**config.mk**
```make
export PLATFORM = sky130hd
export DESIGN_NAME = gpmc_top
export DESIGN_NICKNAME = d
export VERILOG_FILES = /design/src/hw/gpmc_watchdog.v /design/src/hw/gpmc_top.v
export VERILOG_INCLUDE_DIRS = /design/src /design/src/hw
export SDC_FILE = /design/constraint.sdc
export NUM_CORES = 1
export LEC_CHECK = 0
export ABC_AREA = 0
export BUFFER_PORTS_ARGS = -buffer_cell sky130_fd_sc_hd__buf_2
export CAP_MARGIN = 15
export CORE_MARGIN = 2
export CORE_UTILIZATION = 31
export CTS_CLUSTER_SIZE = 24
export DETAILED_ROUTE_END_ITERATION = 7
export HOLD_SLACK_MARGIN = 0.03
export SYNTH_ARGS = -nofsm -noshare
export SYNTH_HDL_FRONTEND = slang
export SYNTH_SLANG_ARGS = --single-unit
```
**constraint.sdc**
```tcl
create_clock -name clk -period 9.65 [get_ports clk]
set_input_delay 0.4825 -clock clk [delete_from_list [all_inputs] [get_ports clk]]
set_output_delay 0.4825 -clock clk [all_outputs]
set_load 0.01 [all_outputs]
```
**src/hw/gpmc_defs.vh**
```
// register offsets, field positions, reset values and timing counts for the pin and bus setup block
`ifndef GPMC_DEFS_VH
`define GPMC_DEFS_VH

// register offsets
`define GPMC_PIN_SETUP_ADDR 8'h0E
`define GPMC_MASTER_SET_ADDR 8'h0F

// pin pair setup field positions (pin two low nibble, pin three high nibble)
`define GPMC_EN_BIT 0
`define GPMC_DIR_BIT 1
`define GPMC_REM_BIT 2
`define GPMC_VAL_BIT 3
`define GPMC_PIN_SETUP_RESET 8'h35

// master settings field positions
`define GPMC_WD_DISABLE_BIT 0
`define GPMC_WD_FAST_BIT 1
`define GPMC_LOCK_BIT 2
`define GPMC_DELAY_LO 3
`define GPMC_DELAY_HI 4
`define GPMC_MASTER_WMASK 8'h1F
`define GPMC_MASTER_SET_RESET 8'h00

// timing, clock 250 MHz
`define GPMC_CLK_MHZ 250
`define GPMC_DELAY_BASE_NS 10'h15E
`define GPMC_DELAY_STEP_NS 10'h032
`define GPMC_WD_FAST_US 50
`define GPMC_WD_SLOW_MS 1000
`define GPMC_WD_FAST_CYC (`GPMC_WD_FAST_US * `GPMC_CLK_MHZ)
`define GPMC_WD_SLOW_CYC (`GPMC_WD_SLOW_MS * 1000 * `GPMC_CLK_MHZ)
`define GPMC_RECOVER_PULSES 9
// index of the last of the eighteen scl toggles that make the nine pulses
`define GPMC_RECOVER_LAST_EDGE 5'h11
`define GPMC_SCL_HALF_CYC 1250

`endif

```
**src/hw/gpmc_watchdog.v**
```verilog
// i2c bus watchdog: free-bus detection and nine-pulse hung-bus recovery
`timescale 1ns/10ps
`include "gpmc_defs.vh"

module gpmc_watchdog
#(
    parameter FAST_CYC = `GPMC_WD_FAST_CYC,
    parameter SLOW_CYC = `GPMC_WD_SLOW_CYC,
    parameter HALF_CYC = `GPMC_SCL_HALF_CYC
)
(
    // clock and reset
    input wire clk,
    input wire reset,
    // settings
    input wire disable_wd,
    input wire fast,
    // bus sampling
    input wire scl_in,
    input wire sda_in,
    // results
    output reg bus_free,
    output reg recover_active,
    output reg scl_drive_low
);

    localparam ST_WATCH = 1'b0;
    localparam ST_RECOVER = 1'b1;

    reg state;
    reg [31:0] idle_count;
    reg [31:0] half_count;
    reg [4:0] edges;
    reg last_scl;
    reg last_sda;
    wire activity;
    wire [31:0] limit;

    assign activity = (scl_in != last_scl) || (sda_in != last_sda);
    assign limit = fast ? FAST_CYC : SLOW_CYC;

    // idle timer, then either declare free or clock the bus out
    always @(posedge clk)
    begin
        if (reset)
        begin
            state <= ST_WATCH;
            idle_count <= 32'h00000000;
            half_count <= 32'h00000000;
            edges <= 5'h00;
            last_scl <= 1'b1;
            last_sda <= 1'b1;
            bus_free <= 1'b0;
            recover_active <= 1'b0;
            scl_drive_low <= 1'b0;
        end
        else
        begin
            last_scl <= scl_in;
            last_sda <= sda_in;
            case (state)
                ST_WATCH:
                begin
                    scl_drive_low <= 1'b0;
                    recover_active <= 1'b0;
                    if (disable_wd || activity)
                    begin
                        idle_count <= 32'h00000000;
                        bus_free <= 1'b0;
                    end
                    else if (idle_count + 32'h00000001 >= limit)
                    begin
                        idle_count <= 32'h00000000;
                        if (sda_in)
                            bus_free <= 1'b1;
                        else
                        begin
                            state <= ST_RECOVER;
                            recover_active <= 1'b1;
                            edges <= 5'h00;
                            half_count <= 32'h00000000;
                        end
                    end
                    else
                        idle_count <= idle_count + 32'h00000001;
                end
                ST_RECOVER:
                begin
                    // nine low-high pulses, two half periods each
                    if (disable_wd)
                    begin
                        state <= ST_WATCH;
                        scl_drive_low <= 1'b0;
                        recover_active <= 1'b0;
                    end
                    else if (half_count + 32'h00000001 >= HALF_CYC)
                    begin
                        half_count <= 32'h00000000;
                        scl_drive_low <= ~scl_drive_low;
                        if (edges == `GPMC_RECOVER_LAST_EDGE)
                        begin
                            state <= ST_WATCH;
                            scl_drive_low <= 1'b0;
                            recover_active <= 1'b0;
                        end
                        edges <= edges + 5'h01;
                    end
                    else
                        half_count <= half_count + 32'h00000001;
                end
                default:
                    state <= ST_WATCH;
            endcase
        end
    end

endmodule

```
**src/hw/gpmc_top.v**
```verilog
// pin pair two/three setup and serial bus master settings registers with pin and bus logic
// What this block does
// enabled local output drives written value
// remote bit drives pin from remote value
// enable 1 drives, direction 1 input unless the remote bit is set
// delay code adds 50 ns steps from 350
// lock rejects remote writes to local registers
// lock leaves forwarded remote slave access alone
// watchdog about 50 us fast, 1 s slow
// sda high idle means bus free
// sda low idle gives nine scl pulses
// disable bit stops the watchdog entirely
// reserved master settings bits read zero
`timescale 1ns/10ps
`include "gpmc_defs.vh"

module gpmc_top
#(
    parameter FAST_CYC = `GPMC_WD_FAST_CYC,
    parameter SLOW_CYC = `GPMC_WD_SLOW_CYC,
    parameter HALF_CYC = `GPMC_SCL_HALF_CYC
)
(
    // clock and reset
    input wire clk,
    input wire reset,
    // register access, one cycle strobes
    input wire [7:0] reg_addr,
    input wire [7:0] reg_wdata,
    input wire reg_write,
    input wire reg_remote,
    input wire reg_forward,
    output reg [7:0] reg_rdata,
    output wire reg_rejected,
    output wire forward_allowed,
    // remote values for the two pins
    input wire remote_pin_two,
    input wire remote_pin_three,
    // general pins
    input wire general_pin_two_in,
    output reg general_pin_two_out,
    output reg general_pin_two_oe,
    input wire general_pin_three_in,
    output reg general_pin_three_out,
    output reg general_pin_three_oe,
    output reg [1:0] pin_in_value,
    // serial bus
    input wire scl_in,
    input wire sda_in,
    output wire scl_out,
    output wire scl_oe,
    output reg [9:0] sda_delay_ns,
    output wire bus_free,
    output wire recover_active
);

    // the two registers
    reg [7:0] pin_pair_two_three_setup;
    reg [7:0] serial_bus_master_settings;
    wire local_lock;
    wire write_ok;
    wire scl_low;
    wire [1:0] delay_code;

    // next values of the two registers and of the registered outputs
    reg [7:0] next_pin_setup;
    reg [7:0] next_master_settings;
    reg [7:0] next_rdata;
    reg [1:0] next_pin_two;
    reg [1:0] next_pin_three;
    reg [9:0] next_sda_delay;

    assign local_lock = serial_bus_master_settings[`GPMC_LOCK_BIT];
    // remote writes to own registers are refused while locked
    assign write_ok = reg_write && !(reg_remote && local_lock);
    assign reg_rejected = reg_write && reg_remote && local_lock;
    // forwarded slave traffic never sees the lock
    assign forward_allowed = reg_forward;

    // delay field pulled out once; the arithmetic below stays ten bits wide
    assign delay_code = serial_bus_master_settings[`GPMC_DELAY_HI:`GPMC_DELAY_LO];

    // offset match, shared by the write and the read decode
    function hits;
        input [7:0] addr;
        input [7:0] offset;
        begin
            hits = (addr == offset);
        end
    endfunction

    // drive decision for one pin: oe and value from its nibble
    function [1:0] pin_drive;
        input [3:0] nib;
        input remote_val;
        begin
            if (!nib[`GPMC_EN_BIT])
                pin_drive = 2'b00;
            else if (nib[`GPMC_REM_BIT])
                pin_drive = {1'b1, remote_val};
            else if (!nib[`GPMC_DIR_BIT])
                pin_drive = {1'b1, nib[`GPMC_VAL_BIT]};
            else
                pin_drive = 2'b00;
        end
    endfunction

    // next register contents; a refused or unmapped write leaves both untouched
    always @*
    begin
        next_pin_setup = pin_pair_two_three_setup;
        next_master_settings = serial_bus_master_settings;
        if (write_ok)
        begin
            if (hits(reg_addr, `GPMC_PIN_SETUP_ADDR))
                next_pin_setup = reg_wdata;
            else if (hits(reg_addr, `GPMC_MASTER_SET_ADDR))
                next_master_settings = reg_wdata & `GPMC_MASTER_WMASK;
        end
    end

    // register writes take effect on the edge that carries the strobe
    always @(posedge clk)
    begin
        if (reset)
        begin
            pin_pair_two_three_setup <= `GPMC_PIN_SETUP_RESET;
            serial_bus_master_settings <= `GPMC_MASTER_SET_RESET;
        end
        else
        begin
            pin_pair_two_three_setup <= next_pin_setup;
            serial_bus_master_settings <= next_master_settings;
        end
    end

    // read mux; unmapped offsets and reserved settings bits read zero
    always @*
    begin
        if (hits(reg_addr, `GPMC_PIN_SETUP_ADDR))
            next_rdata = pin_pair_two_three_setup;
        else if (hits(reg_addr, `GPMC_MASTER_SET_ADDR))
            next_rdata = serial_bus_master_settings & `GPMC_MASTER_WMASK;
        else
            next_rdata = 8'h00;
    end

    // read data registered, valid one edge after the address is presented
    always @(posedge clk)
    begin
        if (reset)
            reg_rdata <= 8'h00;
        else
            reg_rdata <= next_rdata;
    end

    // drive decisions for both pins and the nominal sda delay, settled before the edge
    always @*
    begin
        next_pin_two = pin_drive(pin_pair_two_three_setup[3:0], remote_pin_two);
        next_pin_three = pin_drive(pin_pair_two_three_setup[7:4], remote_pin_three);
        // 350 ns plus 50 ns per code step; a two-bit code cannot overflow ten bits
        next_sda_delay = `GPMC_DELAY_BASE_NS +
            `GPMC_DELAY_STEP_NS * {8'h00, delay_code};
    end

    // pin outputs registered one cycle behind the setup, so a write never glitches a pin
    always @(posedge clk)
    begin
        if (reset)
        begin
            general_pin_two_out <= 1'b0;
            general_pin_two_oe <= 1'b0;
            general_pin_three_out <= 1'b0;
            general_pin_three_oe <= 1'b0;
            pin_in_value <= 2'b00;
            sda_delay_ns <= 10'h000;
        end
        else
        begin
            general_pin_two_oe <= next_pin_two[1];
            general_pin_two_out <= next_pin_two[0];
            general_pin_three_oe <= next_pin_three[1];
            general_pin_three_out <= next_pin_three[0];
            pin_in_value <= {general_pin_three_in, general_pin_two_in};
            sda_delay_ns <= next_sda_delay;
        end
    end

    // the watchdog only sees the two setting bits; its spans are counted in clock
    // cycles, so a different core clock must override the cycle count parameters

    gpmc_watchdog #(
        .FAST_CYC(FAST_CYC),
        .SLOW_CYC(SLOW_CYC),
        .HALF_CYC(HALF_CYC)
    ) u_watchdog (
        .clk(clk),
        .reset(reset),
        .disable_wd(serial_bus_master_settings[`GPMC_WD_DISABLE_BIT]),
        .fast(serial_bus_master_settings[`GPMC_WD_FAST_BIT]),
        .scl_in(scl_in),
        .sda_in(sda_in),
        .bus_free(bus_free),
        .recover_active(recover_active),
        .scl_drive_low(scl_low)
    );

    // open drain scl: only ever pulled low during recovery
    assign scl_out = 1'b0;
    assign scl_oe = scl_low;

endmodule

```
==> results of run 1 <==
==> logic make-up (layout without fill, tap and decap cells) <==
group	after synthesis	count (layout)	share of synthesized area, %
compound gates	133	133	14.7
xor+xnor	32	32	4.64
fa+ha+maj	25	25	5.18
buf+inv	58	89	4.35
flops	111	111	36.8
mux	30	30	5.01
other cells	1	2	0.0621
simple gates	312	312	29.3
==> metrics by stage <==
stage | util, % | hold WS [ns] | area [sq um] | std cells
after floorplan | - | 0.451 | 6040 | 703
after global placement | 33.6 | 0.478 | 6470 | 984
after detailed placement | 33.6 | 0.483 | 6470 | 984
after CTS | 35.0 | 0.330 | 6750 | 999
after global routing | 35.0 | 0.338 | 6750 | 999
final | 35.0 | 0.335 | 6750 | 999
==> worst max-delay path, cell delays in order, from the launching register on <==
cell and delay (ns):
dfxtp_1 0.40, ha_1 0.29, and3_1 0.31, nand4_1 0.34, nor2_1 0.23, and3_1 0.18, xor2_1 0.20, ha_1 0.28
a21o_1 0.18, a21oi_1 0.18, nand2_1 0.07, o311ai_0 0.71, o211ai_1 0.30, nor3_2 0.87, o21ai_0 0.21, a31oi_1 0.21
==> cell usage in the layout, fill, tap and decap left out, types with 9 or more instances in the layout <==
master     netlist  layout
nor2_1          66      66
nand3_1         32      32
buf_2           12      52
nor2b_1         14      14
nand4_1         22      22
nand2_1         55      55
or3_1            9       9
nor3_1          10      10
ha_1            25      25
o21ai_0         37      37
and3_1          32      32
xnor2_1         24      24
a22oi_1         13      13
mux2i_1         28      28
inv_1           18      18
dfxtp_1        111     111
a31oi_1         10      10
a21oi_1         22      22
clkbuf_16        0       9
nor4_1          10      10
and2_1          11      11
==> worst max-delay path by stage <==
stage	start	cells after the start	slack [ns]	endpoint
after floorplan	u_watchdog.idle_count[0]	17	5.77	u_watchdog.idle_count[12]
after global placement	u_watchdog.idle_count[0]	15	4.95	u_watchdog.half_count[7]
after detailed placement	u_watchdog.idle_count[0]	15	4.69	u_watchdog.idle_count[20]
after CTS	u_watchdog.idle_count[0]	15	4.65	u_watchdog.idle_count[20]
after global routing	u_watchdog.idle_count[0]	15	4.05	u_watchdog.idle_count[16]
final	u_watchdog.idle_count[0]	15	4.63	u_watchdog.idle_count[16]
==> power by group through the flow <==
stage | combinational (W) | sequential (W) | clock, W
6_report | 0.0000518 | 0.000465 | 0.000363
4_1_cts | 0.0000527 | 0.000465 | 0.000375
5_1_grt | 0.0000584 | 0.000465 | 0.000390
2_1_floorplan | 0.0000332 | 0.000477 | 0
3_3_place_gp | 0.0000522 | 0.000475 | 0
3_5_place_dp | 0.0000526 | 0.000476 | 0
==> layer usage <==
layer	share of wire, %	vias to the layer above	wire (um)	GRT usage [%]
met5	0	-	0	0
met4	1.5	0	201	4.18
met3	4.0	15	542	2.57
met2	45	112	6100	21.5
met1	49	2412	6590	18.3
li1	-	2608	-	-
==> flip-flops by register name (all words and copies together), names as in the netlist <==
name	flops
sda_delay_ns	9
u_watchdog.bus_free	1
u_watchdog.idle_count	32
general_pin_three_oe	1
u_watchdog.state	1
reg_rdata	8
u_watchdog.last_scl	1
u_watchdog.half_count	32
u_watchdog.last_sda	1
general_pin_two_oe	1
pin_in_value	2
u_watchdog.edges	5
u_watchdog.scl_drive_low	1
general_pin_two_out	1
u_watchdog.recover_active	1
serial_bus_master_settings	5
general_pin_three_out	1
pin_pair_two_three_setup	8
==> area by class of cell <==
type                            instances  area [sq um]  share of cell area [%]
Multi-Input combinational cell        534          3560                    52.7
Sequential cell                       111          2220                    32.9
Tap cell                              265           332                    4.91
Timing Repair Buffer                   55           283                    4.19
Clock buffer                            9           225                    3.33
Inverter                               19          71.3                    1.06
Clock inverter                          6          62.6                   0.926
==> impl_results.md, run 1 <==
* First-pass GRT wire length at 22.7 mm
* Sequential Power Share at 52.9%
* IO Count at 57
* Most frequent cell after synthesis: dfxtp_1
* Clk root buf: clkbuf_16
* Clock share of power at 41.2%
* Worst-Skew Late Latency at 0.35 ns
* WP data arrival at 5.30 ns
* Routed WL at 13.4 mm
* DP HPWL at 9.64 mm
* Worst vdd ir at 0.0000864 V
* Most common flop cell mapped by yosys: dfxtp_1
* Die Y at 144 um
* Rel. slew slack at 27.9%
* Initial core utilization at 31.3%
* Final antenna-violating net count at 0
* Design Power at 0.000879 W
* Distinct cells, synth at 74
* Fin worst setup slack at 4.63 ns
* Number of enable flip-flop cells after synthesis at 0
* Die area at 0.0206 sq mm
* Fmax at 199 MHz
* Fillcell total at 2072
* WL/cell at 13.4 um
* Setup TNS at 0 ns
* Worst r2r src: u_watchdog.idle_count[0]
* Internal at 0.000660 W
* Asr flop ratio synth at 0%
* Drt pass-1 iters at 5
* Post-CTS resize count at 0
* Diodes inserted at 0
* CP Capture Type: flop
* Pwr dens at 130 mW/mm^2
* Max Cap Viol at 0
* Synth warnings at 0
* Post-CTS Setup Inserts at 0
* FF-to-FF path depth at 15
* Worst setup SP type: flop
* RSZ-0062 raised after global routing: false
* Switching share of total power at 24.9%
* DRC viols at 0
* Post-synthesis sequential area ratio at 36.8%
* Area Growth Syn to Fin at 11.8%
* Avg Inst Size Synth at 8.60 sq um
* TritonCTS buffer count at 9
* Hold EP: pin_in_value[1]
* Yosys top cell by area: dfxtp_1
* Largest cells by area after synthesis: dfxtp_1, ha_1, mux2i_1
* Longest Clk Path Bufs at 2
* Req. time, crit path at 9.93 ns
* Worst-margin pin slew at 1.08 ns
* Hold Path Cell Cnt at 2
* H-tree depth at 3
* Hold crit path type: input port to flop
* P_leak at 2.69 nW
* Sw power at 0.000219 W
* Layout cells sized above 1 at 13.5%
* Yosys reg bits at 111
* Clk sinks at 111
* Slew Viols, Final at 0
* Dpl ws at 4.69 ns
* Post-Synthesis Cells at 702
* Post-Syn Area at 0.00604 sq mm
* RePlAce Congestion at 0.810
* CTS tree: done
* Reg2Reg Setup Slack at 4.63 ns
* GRT Overall Usage at 13.4%
* Final-stage net count at 782
* CP max FO at 16
* Buffers on Ports at 52
* Clock slew at reported path FFs at 0.08 ns
* Final setup viols at 0
* Antenna violations before repair at 0
* Power share of the combinational group at 5.9%
* End of the worst register-to-register path: u_watchdog.idle_count[16]
* Worst Skew at 0.0139 ns
* Outcome: completed
* Top cells by count, synth: dfxtp_1, nor2_1, nand2_1
* DR vias at 5147
* Die W at 144 um
* Period utilization at 52.0%
* Fin crit period at 5.02 ns
* Total congestion overflow at 0
* Core Area at 0.0193 sq mm
* Row cnt at 51
* Hold Path Origin: general_pin_three_in
* Area fraction of the dominant cell type after synthesis at 36.8%
* Final Hold Fails at 0
* Starting DRT DRC Count at 383
* Vias in the first global route at 4732
* Largest net degree at the start of global routing at 56
* Worst Setup Path Type: flop to flop
* Hold buffer count at cts at 0
* Vias/cell at 5.15
No activity file was read; power rests on OpenSTA's default activity.
==> run 2: changes to the inputs <==
clock period = 5.2 ns   (was 9.65 ns; I/O delays follow)
==> impl_results.md, run 2 (synthesis results as in run 1) <==
* CP Capture Type: flop
* DP HPWL at 9.61 mm (-0.29%)
* Worst-margin pin slew at 0.991 ns (-0.0854 ns)
* Design Power at 0.00163 W (+85%)
* Placed cell areas at 0.00649 sq mm (+0.35%)
* Top Layer Used: met4
* Slew Viols, Final at 0 (unchanged)
* Clock slew at reported path FFs at 0.08 ns (about the same)
* WL/cell at 13.5 um (+0.56%)
* Buffers on Ports at 52 (unchanged)
* Row cnt at 51 (unchanged)
* Layout cells sized above 1 at 13.8% (+0.33 points)
* Period utilization at 85.3% (+33 points)
* H-tree depth at 3 (unchanged)
* P_leak at 2.70 nW (+0.66%)
* Diodes inserted at 0 (unchanged)
* Worst vdd ir at 0.000162 V (+88%)
* Die Y at 144 um (unchanged)
* Fin crit period at 4.44 ns (-0.580 ns)
* IO Count at 57 (unchanged)
* Rel. slew slack at 33.8% (+5.9 points)
* Hold_ws at 0.108 ns (-0.227 ns)
* Max Cap Viol at 0 (unchanged)
* Area Growth Syn to Fin at 12.2%
* Most common cell after layout, fill and taps aside: dfxtp_1
* RePlAce Congestion at 0.796 (-1.7%)
* Final-stage net count at 785 (+0.38%)
* Design Area, Final at 0.00677 sq mm (+0.30%)
* Vias/cell at 5.12 (-0.57%)
* Pwr dens at 240 mW/mm^2 (+84%)
* Worst Skew at 0.0108 ns (-0.00312 ns)
* TritonCTS buffer count at 9 (unchanged)
* WP data arrival at 4.71 ns (-0.59 ns)
* Routed WL at 13.6 mm (+0.96%)
* Req. time, crit path at 5.47 ns (-4.46 ns)
* Met1 WL at 6.81 mm (+3.4%)
* WL met2 at 6.12 mm (+0.28%)
* First-pass GRT wire length at 23.2 mm (+2.3%)
* Fmax at 225 MHz (+13%)
* Die area at 0.0206 sq mm (unchanged)
* Largest net degree at the start of global routing at 57 (+1.8%)
* Hold buffer count at cts at 0 (unchanged)
* Total congestion overflow at 0 (unchanged)
* Core Area at 0.0193 sq mm (unchanged)
* Worst Setup Path Type: flop to flop
* Longest Clk Path Bufs at 2 (unchanged)
* Final Hold Fails at 0 (unchanged)
* Regs by FF count: u_watchdog.half_count (32), u_watchdog.idle_count (32), sda_delay_ns (9)
* Met3 WL at 483 um (-11%)
* Worst setup SP type: flop
* GRT Overall Usage at 13.9% (+0.46 points)
* CP max FO at 35 (+19)
* Commonest non-fill, non-tap cells in the layout: dfxtp_1, nor2_1, nand2_1
* Antenna violations before repair at 0 (unchanged)
* Outcome: completed
* DRC viols at 0 (unchanged)
* DR vias at 5138 (-0.17%)
* Vias in the first global route at 4829 (+2.0%)
* Clk root buf: clkbuf_16
* Die W at 144 um (unchanged)
* RSZ-0062 raised after global routing: false
* Hold crit path type: input port to flop
* Drt pass-1 iters at 4 (-1)
* CTS tree: done
* Final antenna-violating net count at 0 (unchanged)
* Setup TNS at 0 ns (unchanged)
* Final setup viols at 0 (unchanged)
* Initial core utilization at 31.3% (unchanged)
* Clk sinks at 111 (unchanged)
* Starting DRT DRC Count at 320 (-16%)
* Worst-Skew Late Latency at 0.36 ns (about the same)
[run 2: where the power goes]
group	leakage [nW]	internal [W]	switching [W]	total, W
clock network	0.135	0.000332	0.000333	0.000665
registers	0.898	0.000858	0.0000103	0.000868
logic	1.67	0.0000323	0.0000601	0.0000924
total	2.70	0.00122	0.000403	0.00163
[run 2: timing repair]
action	CTS	global route
endpoints found under the hold margin	0	0
buffers inserted	0	0
resized for setup	0	2
setup endpoints to repair	0	5
[run 2: layout make-up]
| type | instances | area (sq um) |
|---|---|---|
| Timing Repair Buffer | 58 | 305 |
| Fill cell | 2074 | 12500 |
| Tap cell | 265 | 332 |
| Inverter | 19 | 71.3 |
| Multi-Input combinational cell | 534 | 3560 |
| Clock inverter | 6 | 50.0 |
| Clock buffer | 10 | 229 |
| Sequential cell | 111 | 2220 |
[run 2: stage by stage]
stage	worst slack [ns]	std cells	utilization [%]
after detailed placement	0.500	987	33.7
final	0.764	1003	35.2
after CTS	0.474	1003	35.1
after global routing	0.227	1003	35.2
after floorplan	1.32	703	-
after global placement	0.635	987	33.7
[run 2: path summary, 6_finish.rpt]
kind	depth (start not counted)	start	slack [ns]	end
hold reg to reg	1	pin_pair_two_three_setup[7]	0.50	reg_rdata[7]
setup reg to reg	14	u_watchdog.idle_count[12]	0.76	u_watchdog.edges[3]
setup / recovery	14	u_watchdog.idle_count[12]	0.76	u_watchdog.edges[3]
hold / removal	2	general_pin_three_in	0.11	pin_in_value[1]
[run 2: routing by layer]
layer | vias to the layer above | GRT usage [%]
met5 | - | 0
met4 | 0 | 3.25
met3 | 13 | 3.67
met2 | 73 | 22.5
met1 | 2423 | 18.5
li1 | 2629 | -
[run 2: worst max-delay path, cell delays in order, from the launching register on]
cell       delay, ns
dfxtp_1         0.52
nand4_2         0.22
nor4_2          0.56
and2_1          0.38
nand3_1         0.14
xnor2_1         0.23
ha_1            0.29
a21o_1          0.16
a21oi_1         0.12
o21ai_0         0.11
a2111oi_2       0.45
o211a_1         0.28
o21a_4          0.33
o21ai_0         0.29
o221ai_1        0.24
